## config.mk

```make
export PLATFORM = sky130hd
export DESIGN_NAME = gpcfg_bank
export DESIGN_NICKNAME = d
export VERILOG_FILES = /design/src/gpcfg_pkg.sv /design/src/gpcfg_pad_if.sv /design/src/gpcfg_pad_drive.sv /design/src/gpcfg_bank.sv
export VERILOG_INCLUDE_DIRS = /design/src
export SDC_FILE = /design/constraint.sdc
export NUM_CORES = 1
export LEC_CHECK = 0
export BUFFER_PORTS_ARGS = -buffer_cell sky130_fd_sc_hd__buf_4
export CORE_AREA = 8 8 110 112
export CTS_BUF_LIST = sky130_fd_sc_hd__clkbuf_4 sky130_fd_sc_hd__clkbuf_8
export CTS_CLUSTER_DIAMETER = 150
export CTS_CLUSTER_SIZE = 28
export DETAILED_ROUTE_END_ITERATION = 12
export DIE_AREA = 0 0 118 120
export PLACE_DENSITY = 0.72
export SLEW_MARGIN = 10
export SYNTH_ARGS = -nofsm -noshare
export SYNTH_HDL_FRONTEND = slang
export SYNTH_SLANG_ARGS = --single-unit
export TNS_END_PERCENT = 10
```

## constraint.sdc

```tcl
create_clock -name clock -period 3.4 [get_ports clock]
set_clock_uncertainty 0.1 [all_clocks]
set_input_delay 0 -clock clock [delete_from_list [all_inputs] [get_ports clock]]
set_output_delay 0 -clock clock [all_outputs]
set_load 0.005 [all_outputs]
```

## src/gpcfg_params.svh

```systemverilog
// Offsets, reset values and timing counts of the pad configuration bank.
`ifndef GPCFG_PARAMS_SVH
`define GPCFG_PARAMS_SVH

// Register byte offsets on the register port.
`define GPCFG_OFF_ALT        12'h420
`define GPCFG_OFF_DRV_LOW    12'h500
`define GPCFG_OFF_DRV_MID    12'h504
`define GPCFG_OFF_DRV_HIGH   12'h508
`define GPCFG_OFF_OPEN_DRAIN 12'h50C
`define GPCFG_OFF_PULL_UP    12'h510
`define GPCFG_OFF_PULL_DOWN  12'h514

// Field position of the per-pin bits inside each register word.
`define GPCFG_FIELD_MSB      7
`define GPCFG_FIELD_LSB      0

// Reset values of the alternate-function field per port flavour.
`define GPCFG_RST_ALT_PLAIN  8'h00
`define GPCFG_RST_ALT_PORT_B 8'h80
`define GPCFG_RST_ALT_PORT_C 8'h0F

// Reset values of the remaining fields.
`define GPCFG_RST_DRV_LOW    8'hFF
`define GPCFG_RST_DRV_MID    8'h00
`define GPCFG_RST_DRV_HIGH   8'h00
`define GPCFG_RST_OPEN_DRAIN 8'h00
`define GPCFG_RST_PULL_UP    8'hFF
`define GPCFG_RST_PULL_DOWN  8'h00

// Cycle after a write at which an automatic companion clear is seen.
`define GPCFG_CLEAR_LAG      2

`endif

```

## src/gpcfg_pkg.sv

```systemverilog
// Types shared by the pad configuration bank modules.
`default_nettype none
package gpcfg_pkg;

  // Register selected by an access on the register port.
  typedef enum logic [2:0] {
    GPCFG_SEL_NONE,
    GPCFG_SEL_ALT,
    GPCFG_SEL_DRV_LOW,
    GPCFG_SEL_DRV_MID,
    GPCFG_SEL_DRV_HIGH,
    GPCFG_SEL_OPEN_DRAIN,
    GPCFG_SEL_PULL_UP,
    GPCFG_SEL_PULL_DOWN
  } gpcfg_sel_t;

endpackage : gpcfg_pkg
`default_nettype wire

```

## src/gpcfg_pad_if.sv

```systemverilog
// Interface between the register bank and the pad drive logic.
`timescale 1ns/1ps
`default_nettype none
interface gpcfg_pad_if #(parameter int NPINS = 8);
  logic [NPINS-1:0] alt_sel;
  logic [NPINS-1:0] od_sel;
  logic [NPINS-1:0] dir;
  logic [NPINS-1:0] data;
  logic [NPINS-1:0] alt_oe;
  logic [NPINS-1:0] alt_data;
  logic [NPINS-1:0] pad_oe;
  logic [NPINS-1:0] pad_out;

  // Register side supplies settings and reads back the pad drive.
  modport cfg (output alt_sel, od_sel, dir, data, alt_oe, alt_data,
               input pad_oe, pad_out);
  // Pad side turns the settings into the pad drive.
  modport pad (input alt_sel, od_sel, dir, data, alt_oe, alt_data,
               output pad_oe, pad_out);
endinterface : gpcfg_pad_if
`default_nettype wire

```

## src/gpcfg_pad_drive.sv

```systemverilog
// Per-pin pad drive: pin ownership mux and open-drain conversion.
`timescale 1ns/1ps
`default_nettype none
module gpcfg_pad_drive
  import gpcfg_pkg::*;
#(
  parameter int NPINS = 8
) (
  input  wire logic clock,
  input  wire logic reset_n,
  gpcfg_pad_if.pad  pif
);

  ////////////////////////////////////////////////////////////////////////
  // One drive stage per pin; outputs are registered for the pad ring.
  genvar g;
  generate
    for (g = 0; g < NPINS; g++) begin : g_pin
      logic src_oe;
      logic src_data;

      // Alternate function owns the pin when its select bit is set.
      assign src_oe   = pif.alt_sel[g] ? pif.alt_oe[g] : pif.dir[g];
      assign src_data = pif.alt_sel[g] ? pif.alt_data[g] : pif.data[g];

      // Open drain only ever pulls low; an input pin never drives.
      always_ff @(posedge clock) begin
        if (!reset_n) begin
          pif.pad_oe[g]  <= 1'b0;
          pif.pad_out[g] <= 1'b0;
        end else if (pif.od_sel[g]) begin
          pif.pad_oe[g]  <= src_oe & ~src_data;
          pif.pad_out[g] <= 1'b0;
        end else begin
          pif.pad_oe[g]  <= src_oe;
          pif.pad_out[g] <= src_data;
        end
      end
    end
  endgenerate

endmodule : gpcfg_pad_drive
`default_nettype wire

```

## src/gpcfg_bank.sv

```systemverilog
// Pad configuration register bank for one eight-pin I/O port.
//
// Summary of operation
// - Each pin has an alternate-function bit; 1 hands the pin to hardware.
// - Alternate field resets to 0x00, port B to 0x80, port C to 0x0F.
// - Bits 31 to 8 of every register are read-only; software leaves them.
// - Writing 1 to a 2-mA bit clears that pin's 4-mA and 8-mA bits.
// - Writing 1 to a 4-mA bit clears that pin's 2-mA and 8-mA bits.
// - Writing 1 to an 8-mA bit clears that pin's 2-mA and 4-mA bits.
// - An automatic companion clear shows on the second cycle after the write.
// - Drive fields reset to 2-mA on every pin: 0xFF, 0x00, 0x00.
// - Each drive bit affects only its own pin.
// - One open-drain enable bit per pin, reset to 0x00.
// - Open-drain pin acts as input when direction is 0, output when 1.
// - Pull-up bit enables weak pull-up, resets 0xFF, clears pull-down.
// - Pull-down bit enables weak pull-down, resets 0x00, clears pull-up.
// - Any reset returns every pin, debug pins too, to default alternate.
`timescale 1ns/1ps
`default_nettype none
`include "gpcfg_params.svh"
module gpcfg_bank
  import gpcfg_pkg::*;
#(
  parameter int         NPINS     = 8,
  parameter logic [7:0] ALT_RESET = `GPCFG_RST_ALT_PLAIN
) (
  input  wire logic             clock,
  input  wire logic             reset_n,
  input  wire logic [11:0]      reg_addr,
  input  wire logic [31:0]      reg_wdata,
  input  wire logic             reg_wr,
  input  wire logic             reg_rd,
  output var  logic [31:0]      reg_rdata,
  input  wire logic [NPINS-1:0] dir_bits,
  input  wire logic [NPINS-1:0] out_bits,
  input  wire logic [NPINS-1:0] alt_oe_bits,
  input  wire logic [NPINS-1:0] alt_out_bits,
  output logic      [NPINS-1:0] alt_func_bits,
  output logic      [NPINS-1:0] drive_low_bits,
  output logic      [NPINS-1:0] drive_mid_bits,
  output logic      [NPINS-1:0] drive_high_bits,
  output logic      [NPINS-1:0] open_drain_bits,
  output logic      [NPINS-1:0] pull_up_bits,
  output logic      [NPINS-1:0] pull_down_bits,
  output logic      [NPINS-1:0] pad_oe,
  output logic      [NPINS-1:0] pad_out
);

  ////////////////////////////////////////////////////////////////////////
  // Declarations.
  gpcfg_sel_t       addr_sel;
  gpcfg_sel_t       wr_sel;
  gpcfg_sel_t       pend_sel_r;
  logic [NPINS-1:0] pend_mask_r;
  logic [NPINS-1:0] wr_bits;
  logic [NPINS-1:0] alt_r;
  logic [NPINS-1:0] drv_low_r;
  logic [NPINS-1:0] drv_mid_r;
  logic [NPINS-1:0] drv_high_r;
  logic [NPINS-1:0] od_r;
  logic [NPINS-1:0] pu_r;
  logic [NPINS-1:0] pd_r;
  logic [NPINS-1:0] drv_low_nxt;
  logic [NPINS-1:0] drv_mid_nxt;
  logic [NPINS-1:0] drv_high_nxt;
  logic [NPINS-1:0] pu_nxt;
  logic [NPINS-1:0] pd_nxt;
  logic [NPINS-1:0] rd_field;
  logic [31:0]      rdata_r;

  gpcfg_pad_if #(.NPINS(NPINS)) pif ();

  ////////////////////////////////////////////////////////////////////////
  // Address decode. Unmapped offsets select nothing and read as zero.
  always_comb begin
    case (reg_addr)
      `GPCFG_OFF_ALT:        addr_sel = GPCFG_SEL_ALT;
      `GPCFG_OFF_DRV_LOW:    addr_sel = GPCFG_SEL_DRV_LOW;
      `GPCFG_OFF_DRV_MID:    addr_sel = GPCFG_SEL_DRV_MID;
      `GPCFG_OFF_DRV_HIGH:   addr_sel = GPCFG_SEL_DRV_HIGH;
      `GPCFG_OFF_OPEN_DRAIN: addr_sel = GPCFG_SEL_OPEN_DRAIN;
      `GPCFG_OFF_PULL_UP:    addr_sel = GPCFG_SEL_PULL_UP;
      `GPCFG_OFF_PULL_DOWN:  addr_sel = GPCFG_SEL_PULL_DOWN;
      default:               addr_sel = GPCFG_SEL_NONE;
    endcase
  end

  // Only the low field of the write word is stored; upper bits are dropped.
  assign wr_sel  = reg_wr ? addr_sel : GPCFG_SEL_NONE;
  assign wr_bits = reg_wdata[`GPCFG_FIELD_MSB:`GPCFG_FIELD_LSB];

  ////////////////////////////////////////////////////////////////////////
  // Companion clears wait one extra cycle in this pending stage, so the
  // written bit is seen one cycle after the write and the companion clear
  // one cycle later. Only bits written as 1 are scheduled.
  always_ff @(posedge clock) begin
    if (!reset_n) begin
      pend_sel_r  <= GPCFG_SEL_NONE;
      pend_mask_r <= '0;
    end else begin
      pend_sel_r  <= wr_sel;
      pend_mask_r <= wr_bits;
    end
  end

  ////////////////////////////////////////////////////////////////////////
  // Alternate-function select. Every reset restores the port's default.
  always_ff @(posedge clock) begin
    if (!reset_n) begin
      alt_r <= ALT_RESET;
    end else if (wr_sel == GPCFG_SEL_ALT) begin
      alt_r <= wr_bits;
    end
  end

  ////////////////////////////////////////////////////////////////////////
  // Next values of the three drive fields. A pending clear from another
  // drive field applies first, and a write in the same cycle wins over it.
  always_comb begin
    drv_low_nxt  = drv_low_r;
    drv_mid_nxt  = drv_mid_r;
    drv_high_nxt = drv_high_r;
    case (pend_sel_r)
      GPCFG_SEL_DRV_LOW: begin
        drv_mid_nxt  = drv_mid_r & ~pend_mask_r;
        drv_high_nxt = drv_high_r & ~pend_mask_r;
      end
      GPCFG_SEL_DRV_MID: begin
        drv_low_nxt  = drv_low_r & ~pend_mask_r;
        drv_high_nxt = drv_high_r & ~pend_mask_r;
      end
      GPCFG_SEL_DRV_HIGH: begin
        drv_low_nxt  = drv_low_r & ~pend_mask_r;
        drv_mid_nxt  = drv_mid_r & ~pend_mask_r;
      end
      default: begin
        drv_low_nxt  = drv_low_r;
      end
    endcase
    if (wr_sel == GPCFG_SEL_DRV_LOW) begin
      drv_low_nxt = wr_bits;
    end
    if (wr_sel == GPCFG_SEL_DRV_MID) begin
      drv_mid_nxt = wr_bits;
    end
    if (wr_sel == GPCFG_SEL_DRV_HIGH) begin
      drv_high_nxt = wr_bits;
    end
  end

  // Drive fields; every pin starts at the lowest drive strength.
  always_ff @(posedge clock) begin
    if (!reset_n) begin
      drv_low_r  <= `GPCFG_RST_DRV_LOW;
      drv_mid_r  <= `GPCFG_RST_DRV_MID;
      drv_high_r <= `GPCFG_RST_DRV_HIGH;
    end else begin
      drv_low_r  <= drv_low_nxt;
      drv_mid_r  <= drv_mid_nxt;
      drv_high_r <= drv_high_nxt;
    end
  end

  ////////////////////////////////////////////////////////////////////////
  // Open-drain enables, one per pin.
  always_ff @(posedge clock) begin
    if (!reset_n) begin
      od_r <= `GPCFG_RST_OPEN_DRAIN;
    end else if (wr_sel == GPCFG_SEL_OPEN_DRAIN) begin
      od_r <= wr_bits;
    end
  end

  ////////////////////////////////////////////////////////////////////////
  // Next values of the pull fields; pull-up and pull-down exclude each
  // other per pin with the same delayed clear as the drive fields.
  always_comb begin
    pu_nxt = pu_r;
    pd_nxt = pd_r;
    if (pend_sel_r == GPCFG_SEL_PULL_UP) begin
      pd_nxt = pd_r & ~pend_mask_r;
    end
    if (pend_sel_r == GPCFG_SEL_PULL_DOWN) begin
      pu_nxt = pu_r & ~pend_mask_r;
    end
    if (wr_sel == GPCFG_SEL_PULL_UP) begin
      pu_nxt = wr_bits;
    end
    if (wr_sel == GPCFG_SEL_PULL_DOWN) begin
      pd_nxt = wr_bits;
    end
  end

  // Pull fields; every pin starts with its weak pull-up on.
  always_ff @(posedge clock) begin
    if (!reset_n) begin
      pu_r <= `GPCFG_RST_PULL_UP;
      pd_r <= `GPCFG_RST_PULL_DOWN;
    end else begin
      pu_r <= pu_nxt;
      pd_r <= pd_nxt;
    end
  end

  ////////////////////////////////////////////////////////////////////////
  // Read path. Data stand only in the cycle after the read strobe; the
  // upper bits, whose value software may not rely on, read as zero.
  always_comb begin
    case (addr_sel)
      GPCFG_SEL_ALT:        rd_field = alt_r;
      GPCFG_SEL_DRV_LOW:    rd_field = drv_low_r;
      GPCFG_SEL_DRV_MID:    rd_field = drv_mid_r;
      GPCFG_SEL_DRV_HIGH:   rd_field = drv_high_r;
      GPCFG_SEL_OPEN_DRAIN: rd_field = od_r;
      GPCFG_SEL_PULL_UP:    rd_field = pu_r;
      GPCFG_SEL_PULL_DOWN:  rd_field = pd_r;
      default:              rd_field = '0;
    endcase
  end

  always_ff @(posedge clock) begin
    if (!reset_n) begin
      rdata_r <= '0;
    end else if (reg_rd) begin
      rdata_r <= {{(32 - NPINS){1'b0}}, rd_field};
    end else begin
      rdata_r <= '0;
    end
  end

  ////////////////////////////////////////////////////////////////////////
  // Output connections, each straight from its flip-flop.
  assign reg_rdata       = rdata_r;
  assign alt_func_bits   = alt_r;
  assign drive_low_bits  = drv_low_r;
  assign drive_mid_bits  = drv_mid_r;
  assign drive_high_bits = drv_high_r;
  assign open_drain_bits = od_r;
  assign pull_up_bits    = pu_r;
  assign pull_down_bits  = pd_r;

  ////////////////////////////////////////////////////////////////////////
  // Pad drive stage. Direction and data come from the same clock domain.
  assign pif.alt_sel  = alt_r;
  assign pif.od_sel   = od_r;
  assign pif.dir      = dir_bits;
  assign pif.data     = out_bits;
  assign pif.alt_oe   = alt_oe_bits;
  assign pif.alt_data = alt_out_bits;
  assign pad_oe       = pif.pad_oe;
  assign pad_out      = pif.pad_out;

  gpcfg_pad_drive #(
    .NPINS (NPINS)
  ) u_pad_drive (
    .clock   (clock),
    .reset_n (reset_n),
    .pif     (pif.pad)
  );
endmodule : gpcfg_bank
`default_nettype wire

```

# Yosys cells after proc, flatten, opt, wreduce, memory -nomap -nowiden
# Cells that the tools add are included.
# W data, S select, Z words.
dict set report word_totals {
  elab_cells 130
  out_inout_bits 104
  in_bits 80
  regBits 115
}
dict set report op_classes {
  reduce_logical 17
  n_bitwise 23
  muxes 37
  n_eq_ne 26
}
# operator n
set ops {}
lappend ops {{$eq A12 B11 Y1 const B} 7}
lappend ops {{$mux W8} 10}
lappend ops {{$pmux W8 S7} 1}
lappend ops {{$and A8 B8 Y8} 5}
lappend ops {{$eq A3 B3 Y1 const B} 11}
lappend ops {{$mux W1} 24}
lappend ops {{$reduce_or A2 Y1} 11}
lappend ops {{$pmux W3 S7} 1}
lappend ops {{$eq A3 B2 Y1 const B} 6}
lappend ops {{$reduce_bool A2 Y1} 5}
lappend ops {{$not A1 Y1} 9}
lappend ops {{$and A1 B1 Y1} 8}
lappend ops {{$not A8 Y8} 1}
lappend ops {{$eq A3 B1 Y1 const B} 2}
lappend ops {{$mux W3} 1}
lappend ops {{$reduce_and A2 Y1} 1}

# Logic depth before layout (Yosys ltp)
dict set report depth {
  ltp_word 5
  depth_mapped 6
  depth_no_buf 4
}

# Hierarchy
# From an unflattened synthesis, not the netlist that was laid out.
dict set report hier_totals {
  cells_unflattened 478
  area_unflattened_um2 4332.9
}
# module cells_per_inst area_per_inst_um2 instances
set modules_own_cells {}
lappend modules_own_cells {gpcfg_bank 427 3646.0 1}
lappend modules_own_cells {gpcfg_pad_drive 51 686.9 1}

# Worst setup path before layout
# No wires, ideal clock.
dict set report synth_timing {
  path_type {input to register}
  from {input port reg_addr[5]}
  to {register drv_mid_r[0], in the netlist drive_mid_bits[0]}
  path_stages 5
  setup_slack_ns 1.642
  setup_ns 0.121
  t_required_ns 3.179
  t_arrival_ns 1.537
  cell_sequence {or4b_4 nand3b_4 or3_1 buf_6 mux2_4}
}
dict set report synth_via {
  elab_chain_cells 5
}
# item line
set synth_rtl {}
lappend synth_rtl {{from (decl)} gpcfg_bank.sv:29} ;# input wire logic [11:0] reg_addr,
lappend synth_rtl {{$eq A12 B11 Y1} gpcfg_bank.sv:76} ;# case (reg_addr)
lappend synth_rtl {{$pmux W3 S7 *} gpcfg_bank.sv:76}
lappend synth_rtl {{$mux W3 *} gpcfg_bank.sv:89} ;# assign wr_sel = reg_wr ? addr_sel : GPCFG_SEL_NONE;
lappend synth_rtl {{$eq A3 B2 Y1 *} gpcfg_bank.sv:143} ;# if (wr_sel == GPCFG_SEL_DRV_MID) begin
lappend synth_rtl {{$mux W8 / $reduce_bool A2 Y1 (equally long branches)} --}
lappend synth_rtl {{to (signal assigned)} gpcfg_bank.sv:155} ;# drv_mid_r <= `GPCFG_RST_DRV_MID;
lappend synth_rtl {{to (signal assigned)} gpcfg_bank.sv:159} ;# drv_mid_r <= drv_mid_nxt;
lappend synth_rtl {{to (decl)} gpcfg_bank.sv:58} ;# logic [NPINS-1:0] drv_mid_r;
# Mark *: on every way between the ends. The rest lies on a longest branch, timed or not.
# A chain may end at the register's enable or synchronous reset.

# Worst setup path after layout
dict set report layout_timing {
  from {input port reg_addr[2]}
  to {register pu_r[1], in the netlist pull_up_bits[1]}
}
dict set report layout_via {
  elab_chain_cells 5
}
# item line
set layout_rtl {}
lappend layout_rtl {{$eq A12 B11 Y1} gpcfg_bank.sv:76}
lappend layout_rtl {{$pmux W3 S7 *} gpcfg_bank.sv:76}
lappend layout_rtl {{$mux W3 *} gpcfg_bank.sv:89}
lappend layout_rtl {{$eq A3 B3 Y1 *} gpcfg_bank.sv:186} ;# if (wr_sel == GPCFG_SEL_PULL_UP) begin
lappend layout_rtl {{$mux W8 / $reduce_bool A2 Y1 (equally long branches)} --}
lappend layout_rtl {{to (signal assigned)} gpcfg_bank.sv:197} ;# pu_r <= `GPCFG_RST_PULL_UP;
lappend layout_rtl {{to (signal assigned)} gpcfg_bank.sv:200} ;# pu_r <= pu_nxt;
lappend layout_rtl {{to (decl)} gpcfg_bank.sv:61} ;# logic [NPINS-1:0] pu_r;
# Marked as above.

==> impl_metrics.yaml <==
floorplan:
  core.rowCount: 38
  die_y_um: 120
  dieArea_mm2: 0.0142
  chipWidth_um: 118
  core_area_mm2: 0.0105
  ioPinCount: 184
  initial_core_util_pct: 41.1
synth:
  syn_area_per_cell_um2: 9.31
  synthAdderAreaFrac_pct: 0
  synthSimpleGateAreaFrac_pct: 21.2
  syn_inst: 464
  synth_edf_count: 0
  synth_area_mm2: 0.00432
  yosysWarnings: 0
  synth_mux_area_share_pct: 17.9
  yosysSeqAreaShare_pct: 42.2
  synth_top_family_by_area: "simple AND/OR/NAND/NOR gates"
  synth_compound_area_share_pct: 10.7
  async_flop_share_pct: 0
  synth.distinct_cells: 41
  ys_seq_elements: 91
  ys.flop_type: "dfxtp_1"
  synth_top_cell_by_area: "dfxtp_1"
  yosys-top-cells-area: "dfxtp_1, mux2i_1, nand3_1, nand2_1, mux2_2"
  synth.top_cell.area_share_pct: 42.2
  synth_xor_area_share_pct: 0.406
drt:
  drt_iter0_drc: 288
  avgRoutedWirePerCell_um: 18.3
  drc: 0
  wl_um: 14400
  via_count: 4180
  dr.pass1.iters: 4
  vias_per_cell: 5.30
  ant_nets: 0
critical_path:
  crit_buf_inv: 3
  cp-start-kind: "input port"
  critPathMaxFanout: 16
  critical_path.cell_chain: "dlygate4sd3_1 -> buf_4 -> nor4_1 -> nand4_1 -> o211ai_1 -> nand3_1 -> dlygate4sd3_1"
  crit_path_end_kind: "register"
  reg2reg_to: "u_pad_drive.pif.pad_oe[4]$_SDFF_PN0_"
  crit_path_frequent_cell: "dlygate4sd3_1"
  required_ns: 3.55
  timing.rr.start: "alt_func_bits[4]$_SDFFE_PN0N_"
  crit_family: "buffers and inverters"
  cp_slowest_cell: "nand4_1"
  worstSetupPathType: "in2reg"
  reg2reg_depth: 4
  arrival_ns: 3.06
  rrSetupSlack_ns: 1.32
  slowest_delay_ns: 0.69
layout:
  diodes: 0
  stdcell_count: 789
  areaGrowthSynthToFinish_pct: 41.4
  final_nets: 724
  mostFrequentLayoutCells: "buf_4, dfxtp_1, nand2_1"
  final_common_cell: "buf_4"
  drive_gt1_share_pct: 28.8
timing:
  hold_viol_final: 0
  period_share_pct: 85.4
  tightest_slew_ns: 0.969
  period_minus_slack_ns: 2.91
  setup_tns_ns: 0
  maxSlewViolCount: 0
  rsz0062_at_grt: "no"
  setup_ws_ns: 0.495
  setup_viol: 0
  max_freq_mhz: 344
  holdWs_ns: 0.0723
  slew_headroom_pct: 34.9
clock_network:
  clk_latency_ns: 0.37
  clk_pin_slew_ns: 0.09
  clock-root-buffer: "clkbuf_8"
  cts_tree: "yes"
  cts_setup_buffers: 0
  clkSinkCount: 91
  cts_buffer_depth: 2
  ctsResizeCount: 0
  cts_buffers: 9
  h-tree-depth: 3
min_path:
  worst_hold_path.num_cells: 5
  hold_end: "pend_sel_r[0]$_SDFF_PN0_"
  hold_start: "reg_addr[1]"
  hold_path_class: "in2reg"
global_route:
  grt_antenna_before_repair: 0
  grtUsageMet3_pct: 6.01
  met1_usage_pct: 22.1
  grt_max_degree: 47
  grt_use_total_pct: 20.1
  busiest_layer: "met2"
  use_met2_pct: 35.9
  grt_pass1_wl_um: 23000
  overflow: 0
  grt_pass1_vias: 4400
power:
  p_per_area_mw_per_mm2: 338
  power_w: 0.00206
  power.leakage_nw: 2.61
  ir_worst_vdd_v: 0.000209
placement:
  place_ws_ns: 1.14
  portBuffers: 135
  place_congestion: 0.868
  dp_cells: 717
  hpwlAfterDp_um: 10200
job:
  maxCapViolCount: 0
outcome:
  status: "completed"
[worst max-delay path by stage]
stage,start,endpoint,cells past startpoint
2_1_floorplan,reg_addr[5],drive_mid_bits[0]$_SDFFE_PN0P_,5
3_3_place_gp,reg_addr[4],pull_down_bits[5]$_SDFFE_PN0P_,5
3_5_place_dp,reg_addr[4],pull_down_bits[2]$_SDFFE_PN0P_,5
4_1_cts,reg_addr[2],pull_up_bits[1]$_SDFFE_PN1P_,7
5_1_grt,reg_addr[2],pull_up_bits[1]$_SDFFE_PN1P_,7
6_report,reg_addr[2],pull_up_bits[1]$_SDFFE_PN1P_,7
[stage by stage]
step / instance area (µm²) / utilization, %
6_report: 6110 / 58.1
5_1_grt: 6110 / 58.1
4_1_cts: 6110 / 58.1
3_5_place_dp: 5350 / 50.9
3_3_place_gp: 5350 / 50.9
2_1_floorplan: 4410 / -
[power breakdown]
group	internal (W)	total, W	switching (W)	leakage [nW]
Combinational	0.000123	0.000222	0.0000989	1.77
Clock	0.000360	0.000749	0.000390	0.0987
Sequential	0.00108	0.00109	0.0000103	0.740
Total	0.00156	0.00206	0.000499	2.61
[sequential cells by signal (all words and copies together), names as in the netlist]
signal	count
alt_func_bits	8
drive_high_bits	8
drive_low_bits	8
drive_mid_bits	8
open_drain_bits	8
pend_mask_r	8
pull_down_bits	8
pull_up_bits	8
reg_rdata	8
u_pad_drive.pif.pad_oe	8
u_pad_drive.pif.pad_out	8
pend_sel_r	3
[layer usage]
metal | routed length [µm] | part of all wire (%)
met5 | 0 | 0
met4 | 397 | 2.8
met3 | 982 | 6.8
met2 | 7350 | 51
met1 | 5680 | 39
[synth_stat cells, drive strengths merged (3+ instances only)]
cell / count
buf: 37
nor3: 5
a21boi: 8
nand2: 58
nor3b: 16
and3: 3
and3b: 3
o21ai: 8
mux2: 25
nand3: 57
dfxtp: 91
o211ai: 17
a2bb2oi: 8
inv: 9
mux2i: 46
a22oi: 8
a21oi: 19
nor2: 5
clkbuf: 13
nor2b: 8
[cells by family (layout without fill, tap and decap cells)]
| group | count (synthesis) | count (layout) |
|---|---|---|
| AND/OR/NAND/NOR | 171 | 171 |
| flip-flops | 91 | 91 |
| buffers and inverters | 59 | 221 |
| other | 1 | 24 |
| AO/OA/AOI/OAI | 69 | 69 |
| multiplexers | 71 | 71 |
| XOR/XNOR | 2 | 2 |
[repair_timing]
item                       4_1_cts  5_1_grt
setup endpoints to repair        0        0
hold endpoints to repair        79        0
hold buffers                    56        0
[final cells by class]
cell class	instances	area (µm²)
clock buffer	10	138
clock inverter	6	63.8
fill	907	4400
inverter	9	33.8
multi-input combinational	337	2260
sequential	91	1820
tap	140	175
timing repair buffer	196	1610
[worst register-to-register path: cells and delay by family, from the launching register on]
family / cells / cell delay [ns]
muxes: 1 / 0.23
buffers and inverters: 2 / 1.14
and+or+nand+nor: 1 / 0.06
DFF: 1 / 0.45
(Power assumes the default switching activity.)
